**src/wiper_defines.svh**
```systemverilog
// Constants for the pushbutton wiper stepper
`ifndef WIPER_DEFINES_SVH
`define WIPER_DEFINES_SVH

`define CLK_HZ 25000000
`define MS_PER_S 1000
`define US_PER_S 1000000
`define CONTACT_MIN_MS 1
`define STEP_MIN_US 1
`define HOLD_MS 1000
`define REPEAT_MS 100
`define IDLE_MS 1000
`define SAVE_DELAY_MS 2000
`define TMR_W 12
`define FLT_W 24
`define POS_W 6
`define POS_MIN 6'h00
`define POS_MAX 6'h3F
`define POS_ONE 6'h01
`define SAVE_BIT 3
`define CH_UP 0
`define CH_DOWN 1
`define CH_STEP 2
`define CH_NUM 3

`endif

```
**src/wiper_pkg.sv**
```systemverilog
// Types shared by the pushbutton wiper stepper
package wiper_pkg;
   typedef logic [5:0] pos_t;
   typedef enum logic {MODE_DUAL, MODE_SINGLE} mode_t;
endpackage

```
**src/pushbutton_wiper_stepper.sv**
```systemverilog
// Control logic of a 64-position pushbutton-stepped rheostat wiper
//
// Contract
// - Control inputs active low, high inactive
// - 64 taps, one tap per step
// - Pulse starts at high-to-low transition
// - Pulse over 1 ms moves one position
// - Under 1 ms high merges pulses
// - Held past 1 s: step every 100 ms
// - Single mode: up contact both ways
// - Floating down contact selects dual mode
// - First direction opposes previous activity
// - Reverse after 1 s idle or end
// - Step input uses single-mode direction rules
// - Step input works in either mode
// - Step input accepts faster pulses
// - Dual mode: up/down contacts, no wait
// - Dual mode saturates at range ends
// - Contact inputs debounced internally
// - Step input pulse of 1 us recognised
// - Restore saved position at power-up
// - Save two seconds after change; first always
// - Later saves only when bit 3 changes
`timescale 1ns/100ps
`include "wiper_defines.svh"

module pushbutton_wiper_stepper #(
   parameter int unsigned MS_CYC = `CLK_HZ / `MS_PER_S,
   parameter int unsigned CONTACT_MIN_CYC =
      (`CONTACT_MIN_MS * `CLK_HZ + `MS_PER_S - 1) / `MS_PER_S
) (
   input wire logic mclk_in,
   input wire logic nrst_in,
   input wire logic up_contact_n_in,
   input wire logic down_contact_n_in,
   input wire logic step_n_in,
   input wire logic single_strap_in,
   input wire wiper_pkg::pos_t nv_pos_in,
   output logic [`POS_W-1:0] wiper_pos_out,
   output logic single_mode_out,
   output logic nv_save_out,
   output logic [`POS_W-1:0] nv_pos_out
);

   localparam int unsigned STEP_MIN_CYC =
      (`STEP_MIN_US * `CLK_HZ + `US_PER_S - 1) / `US_PER_S;

   // ==========================================================
   // Millisecond time base
   // ==========================================================
   // Free-running tick shared by the hold, idle and save timers
   logic [`FLT_W-1:0] pre_q;
   logic ms_tick;

   assign ms_tick = (pre_q == `FLT_W'(MS_CYC - 1));

   always_ff @(posedge mclk_in) begin
      if (!nrst_in) begin
         pre_q <= '0;
      end else if (ms_tick) begin
         pre_q <= '0;
      end else begin
         pre_q <= pre_q + `FLT_W'(1);
      end
   end

   // ==========================================================
   // Power-up: position restore and mode strap
   // ==========================================================
   logic init_q;
   wiper_pkg::mode_t mode_q;

   always_ff @(posedge mclk_in) begin
      if (!nrst_in) begin
         init_q <= 1'b0;
         mode_q <= wiper_pkg::MODE_DUAL;
      end else if (!init_q) begin
         init_q <= 1'b1;
         // Strap high means down contact tied to supply
         mode_q <= single_strap_in ? wiper_pkg::MODE_SINGLE
                                   : wiper_pkg::MODE_DUAL;
      end
   end

   // Mode is fixed until the next reset
   assign single_mode_out = (mode_q == wiper_pkg::MODE_SINGLE);

   // ==========================================================
   // Input channels: sync, pulse filter, hold repeat
   // ==========================================================
   logic [`CH_NUM-1:0] raw_n;
   logic [`CH_NUM-1:0] act;
   logic [`CH_NUM-1:0] ev;

   assign raw_n = {step_n_in, down_contact_n_in, up_contact_n_in};

   genvar g;
   for (g = 0; g < `CH_NUM; g++) begin : g_ch
      localparam int unsigned MIN_CYC =
         (g == `CH_STEP) ? STEP_MIN_CYC : CONTACT_MIN_CYC;
      logic s1_q;
      logic s2_q;
      logic act_q;
      logic act_d1_q;
      logic [`FLT_W-1:0] flt_q;
      logic [`TMR_W-1:0] hold_q;
      logic rpt;

      always_ff @(posedge mclk_in) begin
         if (!nrst_in) begin
            s1_q <= 1'b1;
            s2_q <= 1'b1;
         end else begin
            s1_q <= raw_n[g];
            s2_q <= s1_q;
         end
      end

      // Level must hold MIN_CYC before it is taken; a short
      // high gap never releases, so pulses merge
      always_ff @(posedge mclk_in) begin
         if (!nrst_in) begin
            act_q <= 1'b0;
            flt_q <= '0;
         end else if (!s2_q == act_q) begin
            flt_q <= '0;
         end else if (flt_q == `FLT_W'(MIN_CYC - 1)) begin
            act_q <= !s2_q;
            flt_q <= '0;
         end else begin
            flt_q <= flt_q + `FLT_W'(1);
         end
      end

      always_ff @(posedge mclk_in) begin
         if (!nrst_in) begin
            act_d1_q <= 1'b0;
         end else begin
            act_d1_q <= act_q;
         end
      end

      // Hold timer: 1 s to first repeat, then every 100 ms
      assign rpt = ms_tick && (hold_q == `TMR_W'(`HOLD_MS - 1));

      always_ff @(posedge mclk_in) begin
         if (!nrst_in || !act_q) begin
            hold_q <= '0;
         end else if (rpt) begin
            hold_q <= `TMR_W'(`HOLD_MS - `REPEAT_MS);
         end else if (ms_tick) begin
            hold_q <= hold_q + `TMR_W'(1);
         end
      end

      // Event on recognition and on each hold repeat
      assign act[g] = act_q;
      assign ev[g] = (act_q && !act_d1_q) || (act_q && rpt);
   end

   // ==========================================================
   // Direction tracking for the shared-button rules
   // ==========================================================
   logic [`POS_W-1:0] wiper_q;
   logic [`POS_W-1:0] wiper_d;
   logic last_up_q;
   logic [`TMR_W-1:0] idle_q;
   logic idle;
   logic share_act;
   logic share_ev;
   logic auto_up;
   logic mv_en;
   logic mv_up;

   assign share_act = (act[`CH_UP] && single_mode_out) ||
                      act[`CH_STEP];
   assign share_ev = (ev[`CH_UP] && single_mode_out) ||
                     ev[`CH_STEP];
   assign idle = (idle_q > `TMR_W'(`IDLE_MS));

   // Idle counter saturates just past the limit
   always_ff @(posedge mclk_in) begin
      if (!nrst_in) begin
         idle_q <= `TMR_W'(`IDLE_MS + 1);
      end else if (share_act) begin
         idle_q <= '0;
      end else if (ms_tick && !idle) begin
         idle_q <= idle_q + `TMR_W'(1);
      end
   end

   // Direction flips after idle, reverses at the ends
   always_comb begin
      auto_up = idle ? !last_up_q : last_up_q;
      if (auto_up && wiper_q == `POS_MAX) begin
         auto_up = 1'b0;
      end else if (!auto_up && wiper_q == `POS_MIN) begin
         auto_up = 1'b1;
      end
   end

   always_ff @(posedge mclk_in) begin
      if (!nrst_in) begin
         last_up_q <= 1'b0;
      end else if (init_q && share_ev && !mv_up_dual()) begin
         last_up_q <= auto_up;
      end
   end

   // Dual-mode contacts take priority over the shared channel
   function automatic logic mv_up_dual();
      mv_up_dual = !single_mode_out && (ev[`CH_UP] || ev[`CH_DOWN]);
   endfunction

   // ==========================================================
   // Wiper position
   // ==========================================================
   always_comb begin
      mv_en = 1'b0;
      mv_up = 1'b0;
      if (init_q) begin
         if (!single_mode_out && ev[`CH_UP]) begin
            mv_en = 1'b1;
            mv_up = 1'b1;
         end else if (!single_mode_out && ev[`CH_DOWN]) begin
            mv_en = 1'b1;
            mv_up = 1'b0;
         end else if (share_ev) begin
            mv_en = 1'b1;
            mv_up = auto_up;
         end
      end
      wiper_d = wiper_q;
      if (mv_en && mv_up && wiper_q != `POS_MAX) begin
         wiper_d = wiper_q + `POS_ONE;
      end else if (mv_en && !mv_up && wiper_q != `POS_MIN) begin
         wiper_d = wiper_q - `POS_ONE;
      end
   end

   // Stored position loaded on first edge after reset
   always_ff @(posedge mclk_in) begin
      if (!nrst_in) begin
         wiper_q <= `POS_MIN;
      end else if (!init_q) begin
         wiper_q <= nv_pos_in;
      end else begin
         wiper_q <= wiper_d;
      end
   end

   assign wiper_pos_out = wiper_q;

   // ==========================================================
   // Nonvolatile save scheduling
   // ==========================================================
   logic saved_once_q;
   logic pending_q;
   logic [`TMR_W-1:0] save_q;
   logic changed;
   logic trig;
   logic save_now;

   // Change seen one cycle before it lands
   assign changed = init_q && (wiper_d != wiper_q);
   assign trig = changed && (!saved_once_q ||
      wiper_d[`SAVE_BIT] != wiper_q[`SAVE_BIT]);
   // Save only once the position has settled
   assign save_now = pending_q && !changed && ms_tick &&
      (save_q == `TMR_W'(`SAVE_DELAY_MS - 1));

   always_ff @(posedge mclk_in) begin
      if (!nrst_in) begin
         pending_q <= 1'b0;
         save_q <= '0;
      end else if (trig || (pending_q && changed)) begin
         // Each further move restarts the delay
         pending_q <= 1'b1;
         save_q <= '0;
      end else if (save_now) begin
         pending_q <= 1'b0;
      end else if (pending_q && ms_tick) begin
         save_q <= save_q + `TMR_W'(1);
      end
   end

   // Stored value and strobe leave together
   always_ff @(posedge mclk_in) begin
      if (!nrst_in) begin
         saved_once_q <= 1'b0;
         nv_save_out <= 1'b0;
         nv_pos_out <= `POS_MIN;
      end else begin
         nv_save_out <= save_now;
         if (save_now) begin
            saved_once_q <= 1'b1;
            nv_pos_out <= wiper_q;
         end
      end
   end

endmodule

```
**config.mk**
```make
export PLATFORM = sky130hd
export DESIGN_NAME = pushbutton_wiper_stepper
export DESIGN_NICKNAME = d
export VERILOG_FILES = /design/src/wiper_pkg.sv /design/src/pushbutton_wiper_stepper.sv
export VERILOG_INCLUDE_DIRS = /design/src
export SDC_FILE = /design/constraint.sdc
export NUM_CORES = 1
export LEC_CHECK = 0
export BUFFER_PORTS_ARGS = -buffer_cell sky130_fd_sc_hd__buf_2
export CAP_MARGIN = 10
export CORE_MARGIN = 4
export CORE_UTILIZATION = 59
export CTS_CLUSTER_SIZE = 25
export DETAILED_ROUTE_END_ITERATION = 8
export GPL_ROUTABILITY_DRIVEN = 1
export PLACE_DENSITY_LB_ADDON = 0.2
export SYNTH_ARGS = -nofsm -noshare
export SYNTH_HDL_FRONTEND = slang
export SYNTH_SLANG_ARGS = --single-unit
```
**constraint.sdc**
```tcl
create_clock -name mclk_in -period 3.9 [get_ports mclk_in]
set_input_delay 1.17 -clock mclk_in [delete_from_list [all_inputs] [get_ports mclk_in]]
set_output_delay 1.17 -clock mclk_in [all_outputs]
set_load 0.02 [all_outputs]
```
Word level (Yosys, flattened, before mapping)

Index checks and enable logic that the tools add are counted.

Memory bits (writable): 0
Memories kept: 0
Bits in registers: 186
Bits in latches: 0
Bits in read-only memories: 0
Input bits: 12
Word-level logic and storage cells: 170
Output and inout port bits: 14

Divide/modulo/power cells: 0
$mul: 0
$add $sub $neg: 11
$lt $le $gt $ge: 1
Shifts and indexed selects: 0
Bitwise operators: 5
Reduce and logical (&&, ||, !) cells: 79
Equality and inequality tests: 15
Muxes and demuxes: 26

Operators with widths:

| operator                                                        | count |
|---|---|
| adder 24 x 1 -> 24 bit, second input constant                   | 4 |
| two-way mux 10 bit                                              | 8 |
| equality test 24 x 15 -> 1 bit, second input constant           | 3 |
| adder 12 x 1 -> 12 bit, second input constant                   | 5 |
| equality test 12 x 10 -> 1 bit, second input constant           | 3 |
| logical AND 1 bit                                               | 30 |
| equality test 24 x 5 -> 1 bit, second input constant            | 1 |
| zero test 1 bit                                                 | 18 |
| two-way mux 6 bit                                               | 3 |
| two-way mux 1 bit                                               | 15 |
| equality test 12 x 11 -> 1 bit, second input constant           | 1 |
| greater-than comparator 12 x 10 -> 1 bit, second input constant | 1 |
| OR reduction 2 bit                                              | 6 |
| logical OR 1 bit                                                | 11 |
| nonzero test 2 bit                                              | 5 |
| OR reduction 3 bit                                              | 3 |
| AND reduction 2 bit                                             | 4 |
| adder 6 x 1 -> 6 bit, second input constant                     | 1 |
| equality test 6 bit, second input constant                      | 1 |
| zero test 6 bit                                                 | 1 |
| inequality test 6 bit                                           | 1 |
| inequality test 6 bit, second input constant                    | 1 |
| nonzero test 6 bit                                              | 1 |
| subtractor 6 x 1 -> 6 bit, second input constant                | 1 |
| 3 further kinds                                                 | 9 |

Depth between registers and ports, before layout

Depth in word-level cells: 23
Gate-level depth with buffers: 12
Depth with buffers taken out: 11

Least setup slack after synthesis

OpenSTA, ideal clock, no wires.

Path kind: register to register
Start point: register pre_q[19]
End point: register nv_pos_out[0]
Required time: 3.772 ns
Clock period less this slack: 2.769 ns
Cell stages (with the launch flop): 11
Data arrival time: 2.641 ns
Path buffers: 1
Library setup time: 0.128 ns
Slack: 1.131 ns
Cell sequence: dfxtp_1 -> or4_1 -> or3_4 -> nor3_4 -> and3_2 -> a311oi_2 -> a41oi_4 -> buf_6 -> nand4_4 -> mux2i_1 -> nor2_1

Word-level cells in the longest chain between the ends: 21
Elaborated cells on any way between the ends: 35
Classes of those cells: 2 x eq/ne; 10 x mux; 23 x reduce/logical

RTL lines:

| item                               | line                            | RTL |
|---|---|---|
| start, declared                    | pushbutton_wiper_stepper.sv:52  | `` logic [`FLT_W-1:0] pre_q; `` |
| start signal, assigned             | pushbutton_wiper_stepper.sv:63  | `` pre_q <= pre_q + `FLT_W'(1); `` |
| equality test 24 x 15 -> 1 bit (*) | pushbutton_wiper_stepper.sv:55  | `` assign ms_tick = (pre_q == `FLT_W'(MS_CYC - 1)); `` |
| logical AND 1 bit                  | pushbutton_wiper_stepper.sv:144 | `` assign rpt = ms_tick && (hold_q == `TMR_W'(`HOLD_MS - 1)); `` |
| logical AND 1 bit                  | pushbutton_wiper_stepper.sv:158 | `assign ev[g] = (act_q && !act_d1_q) \|\| (act_q && rpt);` |
| logical OR 1 bit                   | pushbutton_wiper_stepper.sv:158 |  |
| logical AND 1 bit                  | pushbutton_wiper_stepper.sv:177 | `` assign share_ev = (ev[`CH_UP] && single_mode_out) \|\| `` |
| logical OR 1 bit                   | pushbutton_wiper_stepper.sv:177 |  |
| two-way mux 1 bit                  | pushbutton_wiper_stepper.sv:228 | `end else if (share_ev) begin` |
| two-way mux 1 bit                  | pushbutton_wiper_stepper.sv:225 | `` end else if (!single_mode_out && ev[`CH_DOWN]) begin `` |
| [... 4 more ...]                   | --                              |  |
| logical AND 1 bit (no source line) | --                              |  |
| two-way mux 6 bit                  | pushbutton_wiper_stepper.sv:236 | `` end else if (mv_en && !mv_up && wiper_q != `POS_MIN) begin `` |
| two-way mux 6 bit                  | pushbutton_wiper_stepper.sv:234 | `` if (mv_en && mv_up && wiper_q != `POS_MAX) begin `` |
| inequality test 6 bit              | pushbutton_wiper_stepper.sv:265 | `assign changed = init_q && (wiper_d != wiper_q);` |
| logical AND 1 bit                  | pushbutton_wiper_stepper.sv:265 |  |
| zero test 1 bit                    | pushbutton_wiper_stepper.sv:269 | `assign save_now = pending_q && !changed && ms_tick &&` |
| logical AND 1 bit                  | pushbutton_wiper_stepper.sv:269 |  |
| logical AND 1 bit (*) (2 in a row) | pushbutton_wiper_stepper.sv:269 |  |
| end signal, assigned               | pushbutton_wiper_stepper.sv:292 | `` nv_pos_out <= `POS_MIN; `` |
| end signal, assigned               | pushbutton_wiper_stepper.sv:297 | `nv_pos_out <= wiper_q;` |
| end, declared                      | pushbutton_wiper_stepper.sv:42  | `` output logic [`POS_W-1:0] nv_pos_out `` |

Every way passes the cells marked *; elsewhere a longest branch is shown, timed or not.
A chain may end at the register's enable or synchronous reset.

Worst setup path in the final report

Start point: register pre_q[19]
End point: register save_q[2]

Word-level cells in the longest chain between the ends: 23
Elaborated cells on any way between the ends: 44
Classes of those cells: 3 x eq/ne; 10 x mux; 1 x bitwise; 30 x reduce/logical

RTL lines:

| item                                 | line                            | RTL |
|---|---|---|
| equality test 24 x 15 -> 1 bit (*)   | pushbutton_wiper_stepper.sv:55  |  |
| logical AND 1 bit                    | pushbutton_wiper_stepper.sv:144 |  |
| logical AND 1 bit                    | pushbutton_wiper_stepper.sv:158 |  |
| logical OR 1 bit                     | pushbutton_wiper_stepper.sv:158 |  |
| logical AND 1 bit                    | pushbutton_wiper_stepper.sv:177 |  |
| logical OR 1 bit                     | pushbutton_wiper_stepper.sv:177 |  |
| two-way mux 1 bit                    | pushbutton_wiper_stepper.sv:228 |  |
| two-way mux 1 bit                    | pushbutton_wiper_stepper.sv:225 |  |
| [... 5 more ...]                     | --                              |  |
| two-way mux 6 bit                    | pushbutton_wiper_stepper.sv:236 |  |
| two-way mux 6 bit                    | pushbutton_wiper_stepper.sv:234 |  |
| inequality test 6 bit                | pushbutton_wiper_stepper.sv:265 |  |
| logical AND 1 bit                    | pushbutton_wiper_stepper.sv:265 |  |
| zero test 1 bit                      | pushbutton_wiper_stepper.sv:269 |  |
| logical AND 1 bit (3 in a row)       | pushbutton_wiper_stepper.sv:269 |  |
| inverter 1 bit (no source line)      | --                              |  |
| AND reduction 2 bit (no source line) | --                              |  |
| end signal, assigned                 | pushbutton_wiper_stepper.sv:283 | `` save_q <= save_q + `TMR_W'(1); `` |
| end, declared                        | pushbutton_wiper_stepper.sv:259 | `` logic [`TMR_W-1:0] save_q; `` |

Marks and branches as above.

==> impl_metrics.env <==
export IMPL_outcome="complete, no violations"
export IMPL_cts_resized=0
export IMPL_critical_path_slowest_cell="or4_1"
export IMPL_cts_hold_fix_buffers=0
export IMPL_required_ns=4.23
export IMPL_cts_tree="yes"
export IMPL_grt_pass1_wl_um=27400
export IMPL_die_area_um2=15900
export IMPL_ys_ff_latch=186
export IMPL_max_stage_delay_ns=0.52
export IMPL_wire_per_inst_um=13.3
export IMPL_yosysSeqAreaShare_pct=45.1
export IMPL_synth_area_um2=8250
export IMPL_startpoint="pre_q[19]"
export IMPL_first_global_vias=6104
export IMPL_hpwl_um=10500
export IMPL_synth_edf_count=0
export IMPL_timing_critical_path_buf_inv=0
export IMPL_rsz0062_at_grt="no"
export IMPL_layout_setup_ws_ns=0.481
export IMPL_layout_cells_non_filler=1159
export IMPL_place_area_um2=8510
export IMPL_fmax_mhz=293
export IMPL_track_usage_pct=20.2
export IMPL_worstPathCellList="or4_1, or3_4, nor3_1, a21oi_1, and3_1, o21ai_2, o22a_2, nand3_1, nor3b_1"
export IMPL_htree_levels=4
export IMPL_final_nets=996
export IMPL_cts_buffer_depth=2
export IMPL_grt_max_degree=34
export IMPL_synth_warning_count=0
export IMPL_fin_hold_ws_ns=0.409
export IMPL_hold_path_class="flip-flop to flip-flop"
export IMPL_syn_num_nets=976
export IMPL_slew_headroom_pct=39.8
export IMPL_die_height_um=126
export IMPL_via_per_inst=5.46
export IMPL_critPathTopFamily="simple AND/OR/NAND/NOR gates"
export IMPL_die_x_um=126
export IMPL_initial_core_util_pct=61.3
export IMPL_vdd_drop_max_uv=313
export IMPL_antenna_found_initial=0
export IMPL_grt_overflow=0
export IMPL_r2r_start="pre_q[19]"
export IMPL_synthCells=950
export IMPL_place_gp_congestion=0.820
export IMPL_clk_insertion_delay_late_ns=0.42
export IMPL_port_buffer_count=25
export IMPL_postRouteAntennaNets=0
export IMPL_setup_tns_ns=0
export IMPL_power_density_nw_per_um2=413
export IMPL_worst_pin_slew_ns=0.901
export IMPL_drv_slew=0
export IMPL_fin_skew_ns=0.00854
export IMPL_setup_viol=0
export IMPL_p_leak_nw=3.28
export IMPL_final_area_um2=9110
export IMPL_power_total_mw=3.76
export IMPL_clock_root_buffer="clkbuf_16"
export IMPL_routed_wl_um=15400
export IMPL_crit_path_max_fanout=14
export IMPL_core_um2=13500
export IMPL_cts_sinks=186
export IMPL_avgSynthCellArea_um2=8.68
export IMPL_hold_viol=0
export IMPL_synth_ff_type="dfxtp_1"
export IMPL_arrival_ns=3.75
export IMPL_pre_cts_ws_ns=0.512
export IMPL_post_cts_buffers=0
export IMPL_drcViolationCount=0
export IMPL_dp_cells=1127
export IMPL_drtIter0Drc=363
export IMPL_num_vias=6331
export IMPL_first_pass_iters=5
export IMPL_critPathLaunchType="flip-flop"
export IMPL_setup_worst_path_class="flip-flop to flip-flop"
export IMPL_cts_made_buffers=17
export IMPL_fin_util_pct=67.8
export IMPL_rows=42
export IMPL_n_antenna_cell=0
export IMPL_post_route_period_util_pct=87.7
export IMPL_ys_types=59
export IMPL_area_delta_synth_final_pct=10.5
export IMPL_crit_path_end_kind="flip-flop"
export IMPL_drive_gt1_share_pct=7.73
export IMPL_fin_crit_ns=3.42
export IMPL_pin_count=26
export IMPL_hp_start="g_ch[0].s1_q"
export IMPL_max_cap_violations=0
export IMPL_cts_clk_slew_worst_paths_ns=0.06
export IMPL_async_flop_share_pct=0
## layout make-up
class	instances	area, um^2
clock buffer	23	498
clock inverter	9	111
fill	1118	4340
inverter	33	124
multi-input combinational	704	4290
sequential	186	3720
tap	176	220
timing repair buffer	28	148
## worst register-to-register path, delay by kind of cell (launching register included)
kind | cells | cell delay (ns)
compound gates | 3 | 0.75
flops | 1 | 0.34
simple gates | 6 | 2.24
## placed cells by master, fill, tap and decap left out, types with 3 or more instances in the layout
cell type and instances:
nor2_1 161, nor3_1 16, o21ai_0 27, nand4_1 26, or4_1 4, xnor2_1 40
clkbuf_16 17, and2_1 5, xor2_1 82, or3_1 21, nand2_1 69, nand2b_1 9
ha_1 14, and3_1 31, buf_2 25, a31o_2 3, and4_1 16, nor4b_1 3
inv_1 33, nor4_1 14, dfxtp_1 186, o22ai_1 3, buf_4 3, nor2b_1 3
clkbuf_8 5, nand3_1 72, a31oi_1 3, mux2i_1 14, a21oi_1 32
## cell families (layout without fill, tap and decap cells)
| kind of cell | after synthesis | in the layout | share of synthesized area (%) |
|---|---|---|---|
| and+or+nand+nor | 468 | 468 | 28.7 |
| xor gates and xnor gates | 122 | 122 | 13.0 |
| adders and majority gates | 14 | 14 | 2.12 |
| buffers and inverters | 60 | 93 | 2.87 |
| DFF | 186 | 186 | 45.1 |
| muxes | 15 | 15 | 1.83 |
| AOI/OAI and AO/OA | 85 | 85 | 6.43 |
## layer usage
metal / GRT usage (%) / vias to the layer above / part of all wire [%]
met5: 0 / - / 0
met4: 5.05 / 0 / 0.79
met3: 5.29 / 9 / 2.9
met2: 32.9 / 69 / 47
met1: 27.0 / 2945 / 49
li1: - / 3308 / -
## where the power goes
part | leakage [nW] | internal, mW | total [mW] | switching [mW]
clock network | 0.296 | 1.03 | 1.74 | 0.710
logic | 1.48 | 0.0303 | 0.0834 | 0.0531
registers | 1.50 | 1.92 | 1.94 | 0.0214
## cell usage after synthesis, drive strengths merged (14+ instances only)
| library cell | instances | area, um^2 |
|---|---|---|
| dfxtp | 186 | 3720 |
| nor2 | 161 | 604 |
| xor2 | 82 | 718 |
| nand3 | 72 | 360 |
| nand2 | 69 | 259 |
| xnor2 | 40 | 350 |
| a21oi | 33 | 169 |
| inv | 33 | 124 |
| and3 | 32 | 201 |
| o21ai | 30 | 154 |
| nand4 | 27 | 184 |
| or3 | 22 | 143 |
| clkbuf | 21 | 78.8 |
| nor3 | 17 | 96.4 |
| and4 | 16 | 140 |
| ha | 14 | 175 |
| mux2i | 14 | 140 |
| nor4 | 14 | 87.6 |
## registers in the layout (all words and copies together) (netlist names)
signal           cells
g_ch.act_d1_q        3
g_ch.act_q           3
g_ch.flt_q          72
g_ch.hold_q         36
g_ch.s1_q            3
g_ch.s2_q            3
idle_q              12
init_q               1
last_up_q            1
nv_pos_out           6
nv_save_out          1
pending_q            1
pre_q               24
save_q              12
saved_once_q         1
single_mode_out      1
wiper_pos_out        6
## final timing paths
check                                     to  cells past startpoint  slack, ns
worst min-delay path            g_ch[0].s2_q                      1       0.41
worst min register to register  g_ch[0].s2_q                      1       0.41
worst max-delay path               save_q[2]                      9       0.48
worst max register to register     save_q[2]                      9       0.48
(Power assumes the default switching activity.)
